[src/design/hbb_map.svh]
// Constants of the bridge buffer block: line geometry and field positions.
// Assumes inclusion by every design file that needs them; definitions only.
`ifndef HBB_MAP_SVH
`define HBB_MAP_SVH
// ----------------------------------------
// Line geometry
// ----------------------------------------
`define HBB_LINE_BEATS 4
`define HBB_HALF_BEATS 2
`define HBB_TAG_LSB 5
`define HBB_HALF_LSB 4
`define HBB_DW_LSB 3
// ----------------------------------------
// Defaults
// ----------------------------------------
`define HBB_SNOOP_DEPTH 4
`define HBB_ATTR_W 4
`endif

[src/design/hbb_pkg.sv]
// Types shared by the bridge buffer block.
// Assumes hbb_map.svh constants are used alongside.
package hbb_pkg;
	// ----------------------------------------
	// Read buffer states, Gray along the usual path
	// ----------------------------------------
	typedef enum logic [2:0]
	{
		RB_IDLE = 3'h0,
		RB_FETCH = 3'h1,
		RB_REARB = 3'h5,
		RB_HOLD = 3'h3,
		RB_RETURN = 3'h2
	} hbb_rb_state_t;
endpackage

[src/design/hbb_copyback.sv]
// Copy-back line buffer: snoop copy-backs and ECC burst writes parked toward memory.
// Assumes fill beats arrive in line order, first beat marked.
`timescale 1ns/100ps
`include "hbb_map.svh"
module hbb_copyback
(
	// Clock and reset
	input wire logic clock,
	input wire logic rstn,
	// Fill side
	input wire logic ecc_enable,
	input wire logic fill_valid,
	input wire logic fill_first,
	input wire logic [31:0] fill_addr,
	input wire logic [63:0] fill_data,
	// Address compare
	input wire logic cmp_valid,
	input wire logic cmp_pci,
	input wire logic [31:0] cmp_addr,
	output logic cmp_hit,
	// Flush side
	input wire logic mem_free,
	input wire logic flush_ack,
	output logic flush_req,
	output logic flush_urgent,
	output logic [31:0] flush_addr,
	output logic [63:0] flush_data,
	output logic [7:0] flush_ecc,
	output logic flush_last,
	output logic cb_valid
);
	logic [63:0] line [0:`HBB_LINE_BEATS-1];
	logic [26:0] tag;
	logic [1:0] fill_idx;
	logic [1:0] out_idx;
	logic urgent;
	wire [1:0] wr_idx = fill_first ? 2'h0 : fill_idx;

	// ----------------------------------------
	// Compare, flush and check codes
	// ----------------------------------------
	assign cmp_hit = cb_valid && cmp_valid && (cmp_addr[31:`HBB_TAG_LSB] == tag);
	assign flush_req = cb_valid && (mem_free || urgent);
	assign flush_urgent = cb_valid && urgent;
	assign flush_addr = {tag, out_idx, 3'h0};
	assign flush_data = line[out_idx];
	assign flush_last = (out_idx == 2'h3);
	genvar b;
	generate
		for (b = 0; b < 8; b = b + 1)
		begin : g_ecc
			assign flush_ecc[b] = ecc_enable & (^line[out_idx][8*b +: 8]);
		end
	endgenerate

	always_ff @(posedge clock)
	begin
		if (fill_valid)
			line[wr_idx] <= fill_data;
	end

	// Valid rises only once the last beat is in; a fill started while valid keeps valid high over a part line
	always_ff @(posedge clock or negedge rstn)
	begin
		if (!rstn)
		begin
			cb_valid <= 1'b0;
			tag <= 27'h0;
			fill_idx <= 2'h0;
			out_idx <= 2'h0;
			urgent <= 1'b0;
		end
		else
		begin
			if (cmp_hit && cmp_pci)
				urgent <= 1'b1;
			if (flush_req && flush_ack)
			begin
				out_idx <= out_idx + 2'h1;
				if (flush_last)
				begin
					cb_valid <= 1'b0;
					urgent <= 1'b0;
				end
			end
			// A line completing as the old one leaves must stay valid
			if (fill_valid)
			begin
				fill_idx <= wr_idx + 2'h1;
				if (fill_first)
					tag <= fill_addr[31:`HBB_TAG_LSB];
				if (wr_idx == 2'h3)
					cb_valid <= 1'b1;
			end
		end
	end
endmodule // hbb_copyback

[src/design/hbb_write_bufs.sv]
// Two half-line posted write buffers from the processor toward the PCI bus.
// Assumes burst writes come as four doubleword beats, line order.
`timescale 1ns/100ps
`include "hbb_map.svh"
module hbb_write_bufs
(
	// Clock and reset
	input wire logic clock,
	input wire logic rstn,
	// Processor write side
	input wire logic store_gather_enable,
	input wire logic wr_valid,
	input wire logic wr_burst,
	input wire logic wr_io,
	input wire logic wr_sync,
	input wire logic [31:0] wr_addr,
	input wire logic [63:0] wr_data,
	input wire logic [7:0] wr_be,
	output logic wr_ready,
	// PCI master write side
	input wire logic pci_wr_ack,
	output logic pci_wr_req,
	output logic pci_wr_io,
	output logic pci_wr_last,
	output logic [31:0] pci_wr_addr,
	output logic [63:0] pci_wr_data,
	output logic [7:0] pci_wr_be
);
	logic [63:0] dat [0:3];
	logic [7:0] be [0:3];
	logic [27:0] baddr [0:1];
	logic [1:0] bv;
	logic [1:0] bio;
	logic [1:0] closed;
	logic head;
	logic tail;
	logic burst_mode;
	logic filling;
	logic [1:0] fill_cnt;
	logic [1:0] out_cnt;

	// ----------------------------------------
	// Slot choice and gathering
	// ----------------------------------------
	wire empty = (bv == 2'h0);
	wire slot = empty ? head : ~tail;
	wire space = empty || !bv[~tail];
	wire can_gather = store_gather_enable && !wr_io && !wr_burst && bv[tail] && (tail != head) &&
		!closed[tail] && !bio[tail] && (wr_addr[31:`HBB_HALF_LSB] == baddr[tail]);
	// A burst always opens at buffer 0, wherever head was left
	wire dst_buf = filling ? fill_cnt[1] : (can_gather ? tail : (wr_burst ? 1'b0 : slot));
	wire dst_dw = filling ? fill_cnt[0] : (!wr_burst && wr_addr[`HBB_DW_LSB]);
	wire [1:0] dst = {dst_buf, dst_dw};
	wire keep_old = can_gather && !filling;
	wire accept = wr_valid && wr_ready;
	wire [1:0] out_idx = burst_mode ? out_cnt : {head, out_cnt[0]};
	logic [63:0] merged;
	genvar b;
	generate
		for (b = 0; b < 8; b = b + 1)
		begin : g_merge
			assign merged[8*b +: 8] = wr_be[b] ? wr_data[8*b +: 8] : (keep_old ? dat[dst][8*b +: 8] : 8'h00);
		end
	endgenerate

	// Posting: ready depends on buffer space only, never on PCI completion
	assign wr_ready = filling || (wr_burst ? empty : (can_gather || space));
	assign pci_wr_req = bv[head] && !filling;
	assign pci_wr_io = bio[head];
	assign pci_wr_addr = {baddr[burst_mode ? 1'b0 : head], 4'h0};
	assign pci_wr_data = dat[out_idx];
	assign pci_wr_be = be[out_idx];
	assign pci_wr_last = burst_mode ? (out_cnt == 2'h3) : out_cnt[0];

	always_ff @(posedge clock)
	begin
		if (accept)
			dat[dst] <= merged;
	end

	always_ff @(posedge clock or negedge rstn)
	begin
		if (!rstn)
		begin
			for (int i = 0; i < 4; i++)
				be[i] <= 8'h00;
			baddr[0] <= 28'h0;
			baddr[1] <= 28'h0;
			bv <= 2'h0;
			bio <= 2'h0;
			closed <= 2'h0;
			head <= 1'b0;
			tail <= 1'b0;
			burst_mode <= 1'b0;
			filling <= 1'b0;
			fill_cnt <= 2'h0;
			out_cnt <= 2'h0;
		end
		else
		begin
			if (pci_wr_req && pci_wr_ack)
			begin
				out_cnt <= out_cnt + 2'h1;
				if (pci_wr_last)
				begin
					out_cnt <= 2'h0;
					if (burst_mode)
						bv <= 2'h0;
					else
					begin
						bv[head] <= 1'b0;
						closed[head] <= 1'b0;
						head <= ~head;
					end
					burst_mode <= 1'b0;
				end
			end
			if (wr_sync)
				closed <= bv;
			if (accept)
			begin
				be[dst] <= keep_old ? (be[dst] | wr_be) : wr_be;
				if (filling)
				begin
					fill_cnt <= fill_cnt + 2'h1;
					if (fill_cnt == 2'h3)
					begin
						filling <= 1'b0;
						bv <= 2'h3;
					end
				end
				else if (wr_burst)
				begin
					filling <= 1'b1;
					fill_cnt <= 2'h1;
					burst_mode <= 1'b1;
					head <= 1'b0;
					tail <= 1'b1;
					baddr[0] <= wr_addr[31:`HBB_HALF_LSB];
					bio <= {wr_io, wr_io};
				end
				else if (!can_gather)
				begin
					bv[slot] <= 1'b1;
					bio[slot] <= wr_io;
					closed[slot] <= 1'b0;
					baddr[slot] <= wr_addr[31:`HBB_HALF_LSB];
					tail <= slot;
				end
			end
		end
	end
endmodule // hbb_write_bufs

[src/design/hbb_ccu_buffers.sv]
// Central buffer control of the host bridge: read buffer, snoop order, buffer glue.
// Assumes one clock for processor, PCI and memory sides; partners hold requests level.
`timescale 1ns/100ps
`include "hbb_map.svh"
module hbb_ccu_buffers
#(
	parameter int SNOOP_DEPTH = `HBB_SNOOP_DEPTH
)
(
	// Clock and reset
	input wire logic clock,
	input wire logic rstn,
	// Configuration
	input wire logic snoop_disable,
	input wire logic store_gather_enable,
	input wire logic ecc_enable,
	// Processor read from PCI
	input wire logic proc_rd_valid,
	input wire logic proc_rd_burst,
	input wire logic [31:0] proc_rd_addr,
	input wire logic [`HBB_ATTR_W-1:0] proc_rd_attr,
	output logic proc_rd_retry,
	output logic proc_rd_dvalid,
	output logic proc_rd_done,
	output logic [63:0] proc_rd_data,
	// Processor write to PCI
	input wire logic proc_wr_valid,
	input wire logic proc_wr_burst,
	input wire logic proc_wr_io,
	input wire logic proc_wr_sync,
	input wire logic [31:0] proc_wr_addr,
	input wire logic [63:0] proc_wr_data,
	input wire logic [7:0] proc_wr_be,
	output logic proc_wr_ready,
	// Processor access to system memory
	input wire logic proc_mem_valid,
	input wire logic [31:0] proc_mem_addr,
	input wire logic proc_bw_valid,
	input wire logic proc_bw_first,
	input wire logic [63:0] proc_bw_data,
	output logic proc_lock_blocked,
	output logic proc_cb_hit,
	// PCI master read
	input wire logic pci_rd_gnt,
	input wire logic pci_rd_dvalid,
	input wire logic pci_rd_disc,
	input wire logic [63:0] pci_rd_data,
	output logic pci_rd_req,
	output logic [31:0] pci_rd_addr,
	// PCI master write
	input wire logic pci_wr_ack,
	output logic pci_wr_req,
	output logic pci_wr_io,
	output logic pci_wr_last,
	output logic [31:0] pci_wr_addr,
	output logic [63:0] pci_wr_data,
	output logic [7:0] pci_wr_be,
	// PCI target access to system memory
	input wire logic pci_mem_valid,
	input wire logic pci_mem_write,
	input wire logic pci_mem_lock,
	input wire logic pci_unlock,
	input wire logic [31:0] pci_mem_addr,
	output logic pci_mem_ready,
	output logic pci_mem_retry,
	output logic pci_cb_hit,
	output logic pci_proc_conflict,
	output logic pci_fwd_valid,
	output logic [63:0] pci_fwd_data,
	// Snoop toward the processor core
	input wire logic snoop_ack,
	input wire logic snoop_cb_valid,
	input wire logic snoop_cb_first,
	input wire logic [63:0] snoop_cb_data,
	output logic snoop_req,
	output logic snoop_write,
	output logic snoop_lock,
	output logic [31:0] snoop_addr,
	// Copy-back flush to memory
	input wire logic mem_free,
	input wire logic mem_flush_ack,
	output logic mem_flush_req,
	output logic mem_flush_urgent,
	output logic mem_flush_last,
	output logic [31:0] mem_flush_addr,
	output logic [63:0] mem_flush_data,
	output logic [7:0] mem_flush_ecc
);
	localparam int QW = $clog2(SNOOP_DEPTH);
	if (SNOOP_DEPTH < 2 || (1 << QW) != SNOOP_DEPTH)
	begin : g_bad_depth
		$error("SNOOP_DEPTH must be a power of two, at least 2");
	end

	// ----------------------------------------
	// Snoop queue: strict arrival order
	// ----------------------------------------
	logic [31:0] sq_addr [0:SNOOP_DEPTH-1];
	logic [SNOOP_DEPTH-1:0] sq_write;
	logic [SNOOP_DEPTH-1:0] sq_lock;
	logic [QW-1:0] sq_rd;
	logic [QW-1:0] sq_wr;
	logic [QW:0] sq_cnt;
	logic [QW:0] wr_snoops;
	hbb_pkg::hbb_rb_state_t rb_state;
	hbb_pkg::hbb_rb_state_t next_rb_state;

	wire sq_full = (sq_cnt == SNOOP_DEPTH[QW:0]);
	wire wr_blocked = (rb_state == hbb_pkg::RB_HOLD) && (wr_snoops != '0);
	assign pci_mem_retry = pci_mem_valid && pci_mem_write && wr_blocked;
	assign pci_mem_ready = !sq_full;
	// With snooping off the access is taken but never queued
	wire sq_push = pci_mem_valid && !pci_mem_retry && !sq_full && !snoop_disable;
	assign snoop_req = (sq_cnt != '0) && !snoop_disable;
	wire sq_pop = snoop_req && snoop_ack;
	assign snoop_addr = sq_addr[sq_rd];
	assign snoop_write = sq_write[sq_rd];
	assign snoop_lock = sq_lock[sq_rd];

	always_ff @(posedge clock)
	begin
		if (sq_push)
			sq_addr[sq_wr] <= pci_mem_addr;
	end

	always_ff @(posedge clock or negedge rstn)
	begin
		if (!rstn)
		begin
			sq_write <= '0;
			sq_lock <= '0;
			sq_rd <= '0;
			sq_wr <= '0;
			sq_cnt <= '0;
			wr_snoops <= '0;
		end
		else
		begin
			if (sq_push)
			begin
				sq_write[sq_wr] <= pci_mem_write;
				sq_lock[sq_wr] <= pci_mem_lock && !pci_mem_write;
				sq_wr <= sq_wr + 1'b1;
			end
			if (sq_pop)
				sq_rd <= sq_rd + 1'b1;
			sq_cnt <= sq_cnt + QW'(0) + (sq_push ? 1'b1 : 1'b0) - (sq_pop ? 1'b1 : 1'b0);
			wr_snoops <= wr_snoops + (sq_push && pci_mem_write ? 1'b1 : 1'b0)
				- (sq_pop && snoop_write ? 1'b1 : 1'b0);
		end
	end

	// ----------------------------------------
	// Lock, processor address buffer, copy-back compare
	// ----------------------------------------
	logic lock_valid;
	logic [26:0] lock_tag;
	logic [26:0] proc_mem_tag;
	logic proc_mem_seen;
	assign proc_lock_blocked = lock_valid && !snoop_disable && proc_mem_valid &&
		(proc_mem_addr[31:`HBB_TAG_LSB] == lock_tag);
	assign pci_proc_conflict = pci_mem_valid && proc_mem_seen &&
		(pci_mem_addr[31:`HBB_TAG_LSB] == proc_mem_tag);

	always_ff @(posedge clock or negedge rstn)
	begin
		if (!rstn)
		begin
			lock_valid <= 1'b0;
			lock_tag <= 27'h0;
			proc_mem_tag <= 27'h0;
			proc_mem_seen <= 1'b0;
		end
		else
		begin
			if (sq_push && pci_mem_lock && !pci_mem_write)
			begin
				lock_valid <= 1'b1;
				lock_tag <= pci_mem_addr[31:`HBB_TAG_LSB];
			end
			else if (pci_unlock)
				lock_valid <= 1'b0;
			if (proc_mem_valid)
			begin
				proc_mem_seen <= 1'b1;
				proc_mem_tag <= proc_mem_addr[31:`HBB_TAG_LSB];
			end
		end
	end

	wire cb_hit;
	wire cmp_pci = pci_mem_valid;
	wire [31:0] cmp_addr = pci_mem_valid ? pci_mem_addr : proc_mem_addr;
	wire cb_fill = snoop_cb_valid || (ecc_enable && proc_bw_valid);
	wire cb_first = snoop_cb_valid ? snoop_cb_first : proc_bw_first;
	wire [31:0] cb_addr = snoop_cb_valid ? snoop_addr : proc_mem_addr;
	wire [63:0] cb_data = snoop_cb_valid ? snoop_cb_data : proc_bw_data;
	assign pci_cb_hit = pci_mem_valid && cb_hit;
	assign proc_cb_hit = !pci_mem_valid && cb_hit;

	hbb_copyback u_copyback
	(
		.clock(clock),
		.rstn(rstn),
		.ecc_enable(ecc_enable),
		.fill_valid(cb_fill),
		.fill_first(cb_first),
		.fill_addr(cb_addr),
		.fill_data(cb_data),
		.cmp_valid(pci_mem_valid || proc_mem_valid),
		.cmp_pci(cmp_pci),
		.cmp_addr(cmp_addr),
		.cmp_hit(cb_hit),
		.mem_free(mem_free),
		.flush_ack(mem_flush_ack),
		.flush_req(mem_flush_req),
		.flush_urgent(mem_flush_urgent),
		.flush_addr(mem_flush_addr),
		.flush_data(mem_flush_data),
		.flush_ecc(mem_flush_ecc),
		.flush_last(mem_flush_last),
		.cb_valid()
	);

	// ----------------------------------------
	// Copy-back capture toward PCI read
	// ----------------------------------------
	logic [63:0] b2m_line [0:`HBB_LINE_BEATS-1];
	logic [1:0] b2m_in;
	logic [1:0] b2m_out;
	logic b2m_full;
	// Forwarding waits for the whole copy-back; a new copy-back's first beat during forwarding stops it part way
	wire b2m_take = snoop_cb_valid && !snoop_write;

	always_ff @(posedge clock)
	begin
		if (b2m_take)
			b2m_line[snoop_cb_first ? 2'h0 : b2m_in] <= snoop_cb_data;
	end

	always_ff @(posedge clock or negedge rstn)
	begin
		if (!rstn)
		begin
			b2m_in <= 2'h0;
			b2m_out <= 2'h0;
			b2m_full <= 1'b0;
			pci_fwd_valid <= 1'b0;
			pci_fwd_data <= 64'h0;
		end
		else
		begin
			pci_fwd_valid <= b2m_full;
			pci_fwd_data <= b2m_line[b2m_out];
			if (b2m_take)
			begin
				b2m_in <= (snoop_cb_first ? 2'h0 : b2m_in) + 2'h1;
				b2m_full <= snoop_cb_first ? 1'b0 : (b2m_in == 2'h3);
			end
			else if (b2m_full)
			begin
				b2m_out <= b2m_out + 2'h1;
				b2m_full <= (b2m_out != 2'h3);
			end
		end
	end

	// ----------------------------------------
	// Processor read from PCI
	// ----------------------------------------
	logic [63:0] rd_line [0:`HBB_LINE_BEATS-1];
	logic [31:0] rd_addr;
	logic [`HBB_ATTR_W-1:0] rd_attr;
	logic rd_burst;
	logic [2:0] rcv;
	logic [1:0] out_beat;
	logic retried;
	logic next_retry;

	wire [2:0] need = rd_burst ? 3'h4 : 3'h1;
	wire [31:0] rd_base = rd_burst ? {rd_addr[31:`HBB_TAG_LSB], 5'h0} : {rd_addr[31:`HBB_DW_LSB], 3'h0};
	wire [1:0] cap_idx = rd_burst ? rcv[1:0] : rd_addr[4:3];
	wire [1:0] ret_idx = rd_addr[4:3] + out_beat;
	wire last_cap = pci_rd_dvalid && (rcv + 3'h1 == need);
	wire same_req = proc_rd_valid && (proc_rd_addr == rd_addr) && (proc_rd_attr == rd_attr) &&
		(proc_rd_burst == rd_burst);
	wire snoops_clear = (wr_snoops == '0);
	wire ret_last = rd_burst ? (out_beat == 2'h3) : 1'b1;
	assign pci_rd_req = (rb_state == hbb_pkg::RB_FETCH) || (rb_state == hbb_pkg::RB_REARB);
	assign pci_rd_addr = rd_base + {26'h0, rcv, 3'h0};

	always_comb
	begin
		next_rb_state = rb_state;
		next_retry = 1'b0;
		case (rb_state)
			hbb_pkg::RB_IDLE:
				if (proc_rd_valid)
					next_rb_state = hbb_pkg::RB_FETCH;
			hbb_pkg::RB_FETCH:
				if (last_cap)
					next_rb_state = hbb_pkg::RB_HOLD;
				else if (pci_rd_disc)
					next_rb_state = hbb_pkg::RB_REARB;
			hbb_pkg::RB_REARB:
			begin
				next_retry = pci_mem_valid || (retried && proc_rd_valid);
				if (pci_rd_gnt)
					next_rb_state = hbb_pkg::RB_FETCH;
			end
			hbb_pkg::RB_HOLD:
				if (!retried && snoops_clear)
					next_rb_state = hbb_pkg::RB_RETURN;
				else if (retried && proc_rd_valid)
				begin
					next_retry = !(same_req && snoops_clear);
					if (same_req && snoops_clear)
						next_rb_state = hbb_pkg::RB_RETURN;
				end
			hbb_pkg::RB_RETURN:
				if (ret_last)
					next_rb_state = hbb_pkg::RB_IDLE;
			default:
				next_rb_state = hbb_pkg::RB_IDLE;
		endcase
	end

	always_ff @(posedge clock)
	begin
		if (rb_state == hbb_pkg::RB_FETCH && pci_rd_dvalid)
			rd_line[cap_idx] <= pci_rd_data;
	end

	always_ff @(posedge clock or negedge rstn)
	begin
		if (!rstn)
		begin
			rb_state <= hbb_pkg::RB_IDLE;
			rd_addr <= 32'h0;
			rd_attr <= '0;
			rd_burst <= 1'b0;
			rcv <= 3'h0;
			out_beat <= 2'h0;
			retried <= 1'b0;
			proc_rd_retry <= 1'b0;
			proc_rd_dvalid <= 1'b0;
			proc_rd_done <= 1'b0;
			proc_rd_data <= 64'h0;
		end
		else
		begin
			rb_state <= next_rb_state;
			proc_rd_retry <= next_retry;
			proc_rd_dvalid <= (rb_state == hbb_pkg::RB_RETURN);
			proc_rd_done <= (rb_state == hbb_pkg::RB_RETURN) && ret_last;
			proc_rd_data <= rd_line[ret_idx];
			if (next_retry)
				retried <= 1'b1;
			if (rb_state == hbb_pkg::RB_IDLE && proc_rd_valid)
			begin
				rd_addr <= proc_rd_addr;
				rd_attr <= proc_rd_attr;
				rd_burst <= proc_rd_burst;
				rcv <= 3'h0;
				retried <= 1'b0;
			end
			if (rb_state == hbb_pkg::RB_FETCH && pci_rd_dvalid)
				rcv <= rcv + 3'h1;
			if (rb_state == hbb_pkg::RB_HOLD && next_rb_state == hbb_pkg::RB_RETURN)
			begin
				out_beat <= 2'h0;
				retried <= 1'b0;
			end
			if (rb_state == hbb_pkg::RB_RETURN)
				out_beat <= out_beat + 2'h1;
		end
	end

	// ----------------------------------------
	// Processor writes to PCI
	// ----------------------------------------
	hbb_write_bufs u_write_bufs
	(
		.clock(clock),
		.rstn(rstn),
		.store_gather_enable(store_gather_enable),
		.wr_valid(proc_wr_valid),
		.wr_burst(proc_wr_burst),
		.wr_io(proc_wr_io),
		.wr_sync(proc_wr_sync),
		.wr_addr(proc_wr_addr),
		.wr_data(proc_wr_data),
		.wr_be(proc_wr_be),
		.wr_ready(proc_wr_ready),
		.pci_wr_ack(pci_wr_ack),
		.pci_wr_req(pci_wr_req),
		.pci_wr_io(pci_wr_io),
		.pci_wr_last(pci_wr_last),
		.pci_wr_addr(pci_wr_addr),
		.pci_wr_data(pci_wr_data),
		.pci_wr_be(pci_wr_be)
	);
endmodule // hbb_ccu_buffers

[config.mk]
export PLATFORM = sky130hd
export DESIGN_NAME = hbb_ccu_buffers
export DESIGN_NICKNAME = d
export VERILOG_FILES = /design/src/design/hbb_pkg.sv /design/src/design/hbb_copyback.sv /design/src/design/hbb_write_bufs.sv /design/src/design/hbb_ccu_buffers.sv
export VERILOG_INCLUDE_DIRS = /design/src /design/src/design
export SDC_FILE = /design/constraint.sdc
export NUM_CORES = 2
export LEC_CHECK = 0
export BUFFER_PORTS_ARGS = -buffer_cell sky130_fd_sc_hd__buf_2
export CORE_UTILIZATION = 45
export DETAILED_ROUTE_END_ITERATION = 8
export SLEW_MARGIN = 40
export SYNTH_ARGS = -nofsm -noshare
export SYNTH_HDL_FRONTEND = slang
export SYNTH_SLANG_ARGS = --single-unit
[constraint.sdc]
create_clock -name clock -period 6.1 [get_ports clock]
set_clock_uncertainty 0.15 [all_clocks]
set_input_delay 1.22 -clock clock [delete_from_list [all_inputs] [get_ports clock]]
set_output_delay 1.22 -clock clock [all_outputs]
set_load 0.02 [all_outputs]
Yosys cells after proc, flatten, opt, wreduce, memory -nomap -nowiden
Memories as Yosys holds them, arrays and structs flattened. A register that Yosys moved wholly into a read port is not among the register bits. Index checks and enable logic that the tools add are counted.

Bitwise operators: 26. Muxes and demuxes: 163. Add/sub/neg operators: 16. Reduce and logical (&&, ||, !) cells: 110. Equal/unequal tests: 31. Order comparisons: 16.

Operators with widths (count): 2-to-1 mux 28 bit (8); 2-to-1 mux 8 bit (22); == test 27 bit (3); 2-to-1 mux 1 bit (74); 2-to-1 mux 32 bit (2); 2-to-1 mux 64 bit (1); XOR reduction 8 bit (8); bitwise mux 56 bit (1); 2-to-1 mux 56 bit (1); logical AND 1 bit (55); 2-to-1 mux 2 bit (27); 2-to-1 mux 3 bit (11); adder 32 x 6 -> 32 bit (1); binary-select mux 8 bit (select 2 bit) (2); bitwise mux 32 bit (1); == test 32 bit (1); demux 28 bit (select 1 bit) (1); == test 28 bit (1); AND reduction 2 bit (11); inequality test 2 bit, second input constant (10); adder 2 x 1 -> 2 bit, second input constant (9); demux 8 bit (select 2 bit) (1); logical NOT 1 bit (16); case mux 3 bit (5 select lines) (1); 42 further kinds (94).

Register bits: 264. RAM bits: 1152. Logic and storage cells: 411. Memories kept: 5.

Memory list: b2m_line (words 4, width 64, read ports 1, clocked after memory_dff 1, wr ports 1, line hbb_ccu_buffers.sv:228) `` logic [63:0] b2m_line [0:`HBB_LINE_BEATS-1]; ``; rd_line (words 4, width 64, read ports 1, clocked after memory_dff 1, wr ports 1, line hbb_ccu_buffers.sv:271) `` logic [63:0] rd_line [0:`HBB_LINE_BEATS-1]; ``; u_copyback.line (words 4, width 64, read ports 1, clocked after memory_dff 0, wr ports 1, line hbb_copyback.sv:32) `` logic [63:0] line [0:`HBB_LINE_BEATS-1]; ``; u_write_bufs.dat (words 4, width 64, read ports 1, clocked after memory_dff 0, wr ports 1, line hbb_write_bufs.sv:29) `logic [63:0] dat [0:3];`; sq_addr (words 4, width 32, read ports 1, clocked after memory_dff 0, wr ports 1, line hbb_ccu_buffers.sv:98) `logic [31:0] sq_addr [0:SNOOP_DEPTH-1];`.

Longest topological paths before layout
Depth after elaboration: 17. Depth in mapped cells: 14. Gate-level depth less buffers: 12.

By module
A second synthesis with hierarchy kept.

Cells, all modules: 3145. Area total of the unflattened synthesis: 61585.3 um^2.

By module, submodules not included: hbb_ccu_buffers (area an instance 34849.7 um^2, instances 1, cells an instance 1711); hbb_write_bufs (area an instance 15287.2 um^2, instances 1, cells an instance 903); hbb_copyback (area an instance 11448.5 um^2, instances 1, cells an instance 531).

Least setup slack after synthesis
No wires, ideal clock.

Path kind: input to register. Start point: in pci_rd_dvalid. End point: mem rd_line[2][0], enable pin. Required time: 5.463 ns. Arrival time: 4.094 ns. Slack: 1.369 ns. Library setup time: 0.487 ns. Stages on the path: 2. Path through: nand3b_1 nor2_1.

Cells in the longest elaborated chain, start to end: 3.

Ends and longest elaborated chain: start, declared (line hbb_ccu_buffers.sv:45) `input wire logic pci_rd_dvalid,`; logical AND 1 bit (line hbb_ccu_buffers.sv:330) `if (rb_state == hbb_pkg::RB_FETCH && pci_rd_dvalid)`; 2-to-1 mux 1 bit (line hbb_ccu_buffers.sv:330); 2-to-1 mux 1 bit (not written as such) (line hbb_ccu_buffers.sv:331) `rd_line[cap_idx] <= pci_rd_data;`; end, declared (line hbb_ccu_buffers.sv:271).

Every way passes these cells.

Worst setup path after layout
Start point: reg rd_addr[3]. End point: out pci_rd_addr[25].

Cells in the longest elaborated chain, start to end: 2.

Ends and longest elaborated chain: start, declared (line hbb_ccu_buffers.sv:272) `logic [31:0] rd_addr;`; start signal, assigned (line hbb_ccu_buffers.sv:361) `rd_addr <= proc_rd_addr;`; 2-to-1 mux 5 bit (line hbb_ccu_buffers.sv:281) `` wire [31:0] rd_base = rd_burst ? {rd_addr[31:`HBB_TAG_LSB], 5'h0} : {rd_addr[31:`HBB_DW_LSB], 3'h0}; ``; adder 32 x 6 -> 32 bit (line hbb_ccu_buffers.sv:290) `assign pci_rd_addr = rd_base + {26'h0, rcv, 3'h0};`; end, declared (line hbb_ccu_buffers.sv:49) `output logic [31:0] pci_rd_addr,`.

Every way passes these cells.

==> run_results.csv <==
group,metric,value,unit
global_routing,grt_pass1_wl,228000,um
timing,worst_pin_slew,0.861,ns
timing,finalSetupViolCount,0,
setup_path,arrival,4.28,ns
route,post_drt_wl_per_cell,26.2,um
yosys,synth_top_area_cell,"edfxtp_1",
clock_tree,cts-root-buf,"clkbuf_16",
job,maxCapViolCount,0,
setup_path,crit_type,"reg2out",
floorplan,die_w,371,um
yosys,yosysSeqAreaShare,0.726,
floorplan,io-pin-count,844,
min_path,worstHoldPathType,"in2async",
timing,rsz0062_at_grt,"no",
setup_path,crit_fanout,7,
timing,fin_tns_setup,0,ns
placed_design,gp_congestion,0.830,
clock_tree,htreeDepth,4,
yosys,netlist_area,0.0612,mm2
clock_tree,holdBufCountCts,0,
placed_design,dp_hpwl,109000,um
setup_path,critPathLaunchType,"register",
final_layout,post-route-util,0.545,
outcome,outcome,"finished clean",
setup_path,endpoint_kind,"output port",
clock_tree,clk_pin_slew,0.06,ns
yosys,synthCells,3154,
global_routing,grt_pass1_vias,33400,
clock_tree,cts_buffers,162,
final_layout,seq_area,0.0444,mm2
timing,maxSlewHeadroom,0.426,
route,vias,32600,
final_layout,area_growth,19.6,%
timing,worst_slack,0.454,ns
yosys,synth-main-ff-cell,"edfxtp_1",
global_routing,grt_max_degree,120,
timing,hold_violations,0,
yosys,ys_warn_count,0,
floorplan,dieArea,0.137,mm2
final_layout,final_nets,4543,
final_layout,multiInputGateArea,0.0161,mm2
pwr,power.density,527,mW/mm2
clock_tree,insertion_delay,0.78,ns
timing,period_share,0.926,
clock_tree,cts_setup_buffers,0,
clock_tree,cts.sinks,1544,
route,drtIter0Drc,2308,
clock_tree,clk_path_buf_depth,3,
yosys,ys_seq_elements,1544,
route,drt-pass1-iter-count,5,
timing,fmax,0.177,GHz
clock_tree,cts_tree,"built",
setup_path,reg2reg_depth,9,
final_layout,drive_gt1_frac,0.407,
floorplan,die_y,371,um
yosys,synth.most_common_cell,"edfxtp_1",
final_layout,design_area,0.0732,mm2
route,antenna_left,0,
route,drc,0,
yosys,yosys-top-cells-area,"edfxtp_1, dfrtp_1, mux4_2",
placed_design,dpl_cell_area,0.0678,mm2
global_routing,antenna_found_initial,65,
floorplan,start_util,0.456,
floorplan,core-area,0.134,mm2
global_routing,grt_usage,0.228,
route,viasPerCell,5.40,
yosys,synth-edff-count,1152,
route,routed_wl,158000,um
yosys,async_flop_share,0.254,
clock_tree,cts-resized-gates,0,
timing,fin_crit,5.65,ns
yosys,avgSynthCellArea,19.4,um2
final_layout,fill_cells,10800,
floorplan,num_rows,134,
placed_design,dp_slack,0.710,ns
pwr,total_leakage_power,27.4,nW
pwr,finalPower,0.0386,W
timing,drv_slew,0,
yosys,synth_common_cells,"edfxtp_1, dfrtp_1, mux4_2, mux2_2, xnor2_1",
global_routing,overflow,0,
setup_path,required,4.73,ns
pwr,vdd.ir_drop.worst,0.572,mV
placed_design,io_buffers,825,
yosys,synth_cell_types,65,
yosys,synth_top_area_share,0.566,
[sequential cells by signal, indices dropped and copies added (netlist names), 3 cells and up]
register	cells
sq_addr	128
pci_fwd_data	64
sq_write	4
u_copyback.tag	27
rd_addr	32
sq_cnt	3
b2m_line	256
lock_tag	27
u_write_bufs.baddr	56
rd_attr	4
u_copyback.line	256
rb_state	3
rd_line	256
sq_lock	4
rcv	3
proc_rd_data	64
proc_mem_tag	27
u_write_bufs.be	32
u_write_bufs.dat	256
wr_snoops	3
[where the power goes]
part	switching [W]	leakage (nW)	internal (W)
sequential	0.00131	15.2	0.0139
combinational	0.00798	9.63	0.00585
clock	0.00412	2.53	0.00546
[cell usage in the layout, fill, tap and decap left out, types with 25 or more instances in the layout]
master     count
edfxtp_1    1152
buf_2        823
dfrtp_1      386
mux4_2       298
mux2_2       236
clkbuf_16    162
xnor2_1      159
mux2i_1       84
xor2_1        77
and2_1        76
nand2_1       72
nor2_1        70
buf_4         57
o21ai_0       48
clkbuf_1      48
inv_1         43
a22o_1        35
clkinv_1      30
diode_2       29
nand4_1       27
nor4_1        25
ha_1          25
[worst max-delay path, cell delays in order (launching register included)]
cell and delay [ns]:
dfrtp_1 0.52, nor2b_1 0.23, ha_1 0.19, inv_1 0.06
fa_1 0.43, nor2b_1 0.16, nor2_1 0.06, nor2_1 0.20
and4_1 0.27, nand4_1 0.37, inv_1 0.38, nand4_1 0.15
xnor2_1 0.26, buf_2 0.22
[cell type report]
cell class                      instances  share of cell area
Multi-Input combinational cell       1436               0.220
Inverter                               43             0.00221
Sequential cell                      1544               0.607
Clock inverter                         75              0.0102
Clock buffer                          227              0.0611
Antenna cell                           29            0.000992
Timing Repair Buffer                  903              0.0681
Tap cell                             1768              0.0302
[routing by layer]
metal / track usage / up-vias / wire [um]
met4: 0.0765 / 48 / 4740
met2: 0.367 / 1042 / 77000
met5: 0 / - / 320
met1: 0.300 / 16900 / 64000
li1: - / 14300 / -
met3: 0.0630 / 281 / 11700
[cell families (layout without fill, tap and decap cells)]
group,Yosys count,in the layout,share of synthesized area
AOI/OAI and AO/OA,138,138,0.0156
and+or+nand+nor,384,384,0.0333
xor gates and xnor gates,237,237,0.0339
buffers and inverters,183,1248,0.0130
adders and majority gates,30,30,0.00651
DFF,1544,1544,0.726
other,1,39,0.0000613
muxes,637,637,0.172
[per-stage QoR]
step	std cells	hold WS, ns
finish	6025	0.268
floorplan	3163	0.226
global route	6012	0.256
CTS	5994	0.227
detailed placement	5692	0.264
global placement	5681	0.257
[path summary, 6_finish.rpt]
check,end,slack (ns),start
min in group clock,pci_fwd_valid$_DFF_PN0_,0.29,b2m_full$_DFF_PN0_
hold reg to reg,pci_fwd_valid$_DFF_PN0_,0.29,b2m_full$_DFF_PN0_
hold / removal,pci_fwd_data[47]$_DFF_PN0_,0.27,rstn
max in group asynchronous,pci_fwd_data[7]$_DFF_PN0_,4.25,rstn
setup / recovery,pci_rd_addr[25],0.45,rd_addr[3]$_DFFE_PN0P_
setup reg to reg,u_write_bufs.dat[2][23]$_DFFE_PP_,1.28,u_write_bufs.tail$_DFFE_PN0P_
No activity file was read; power rests on OpenSTA's default activity.
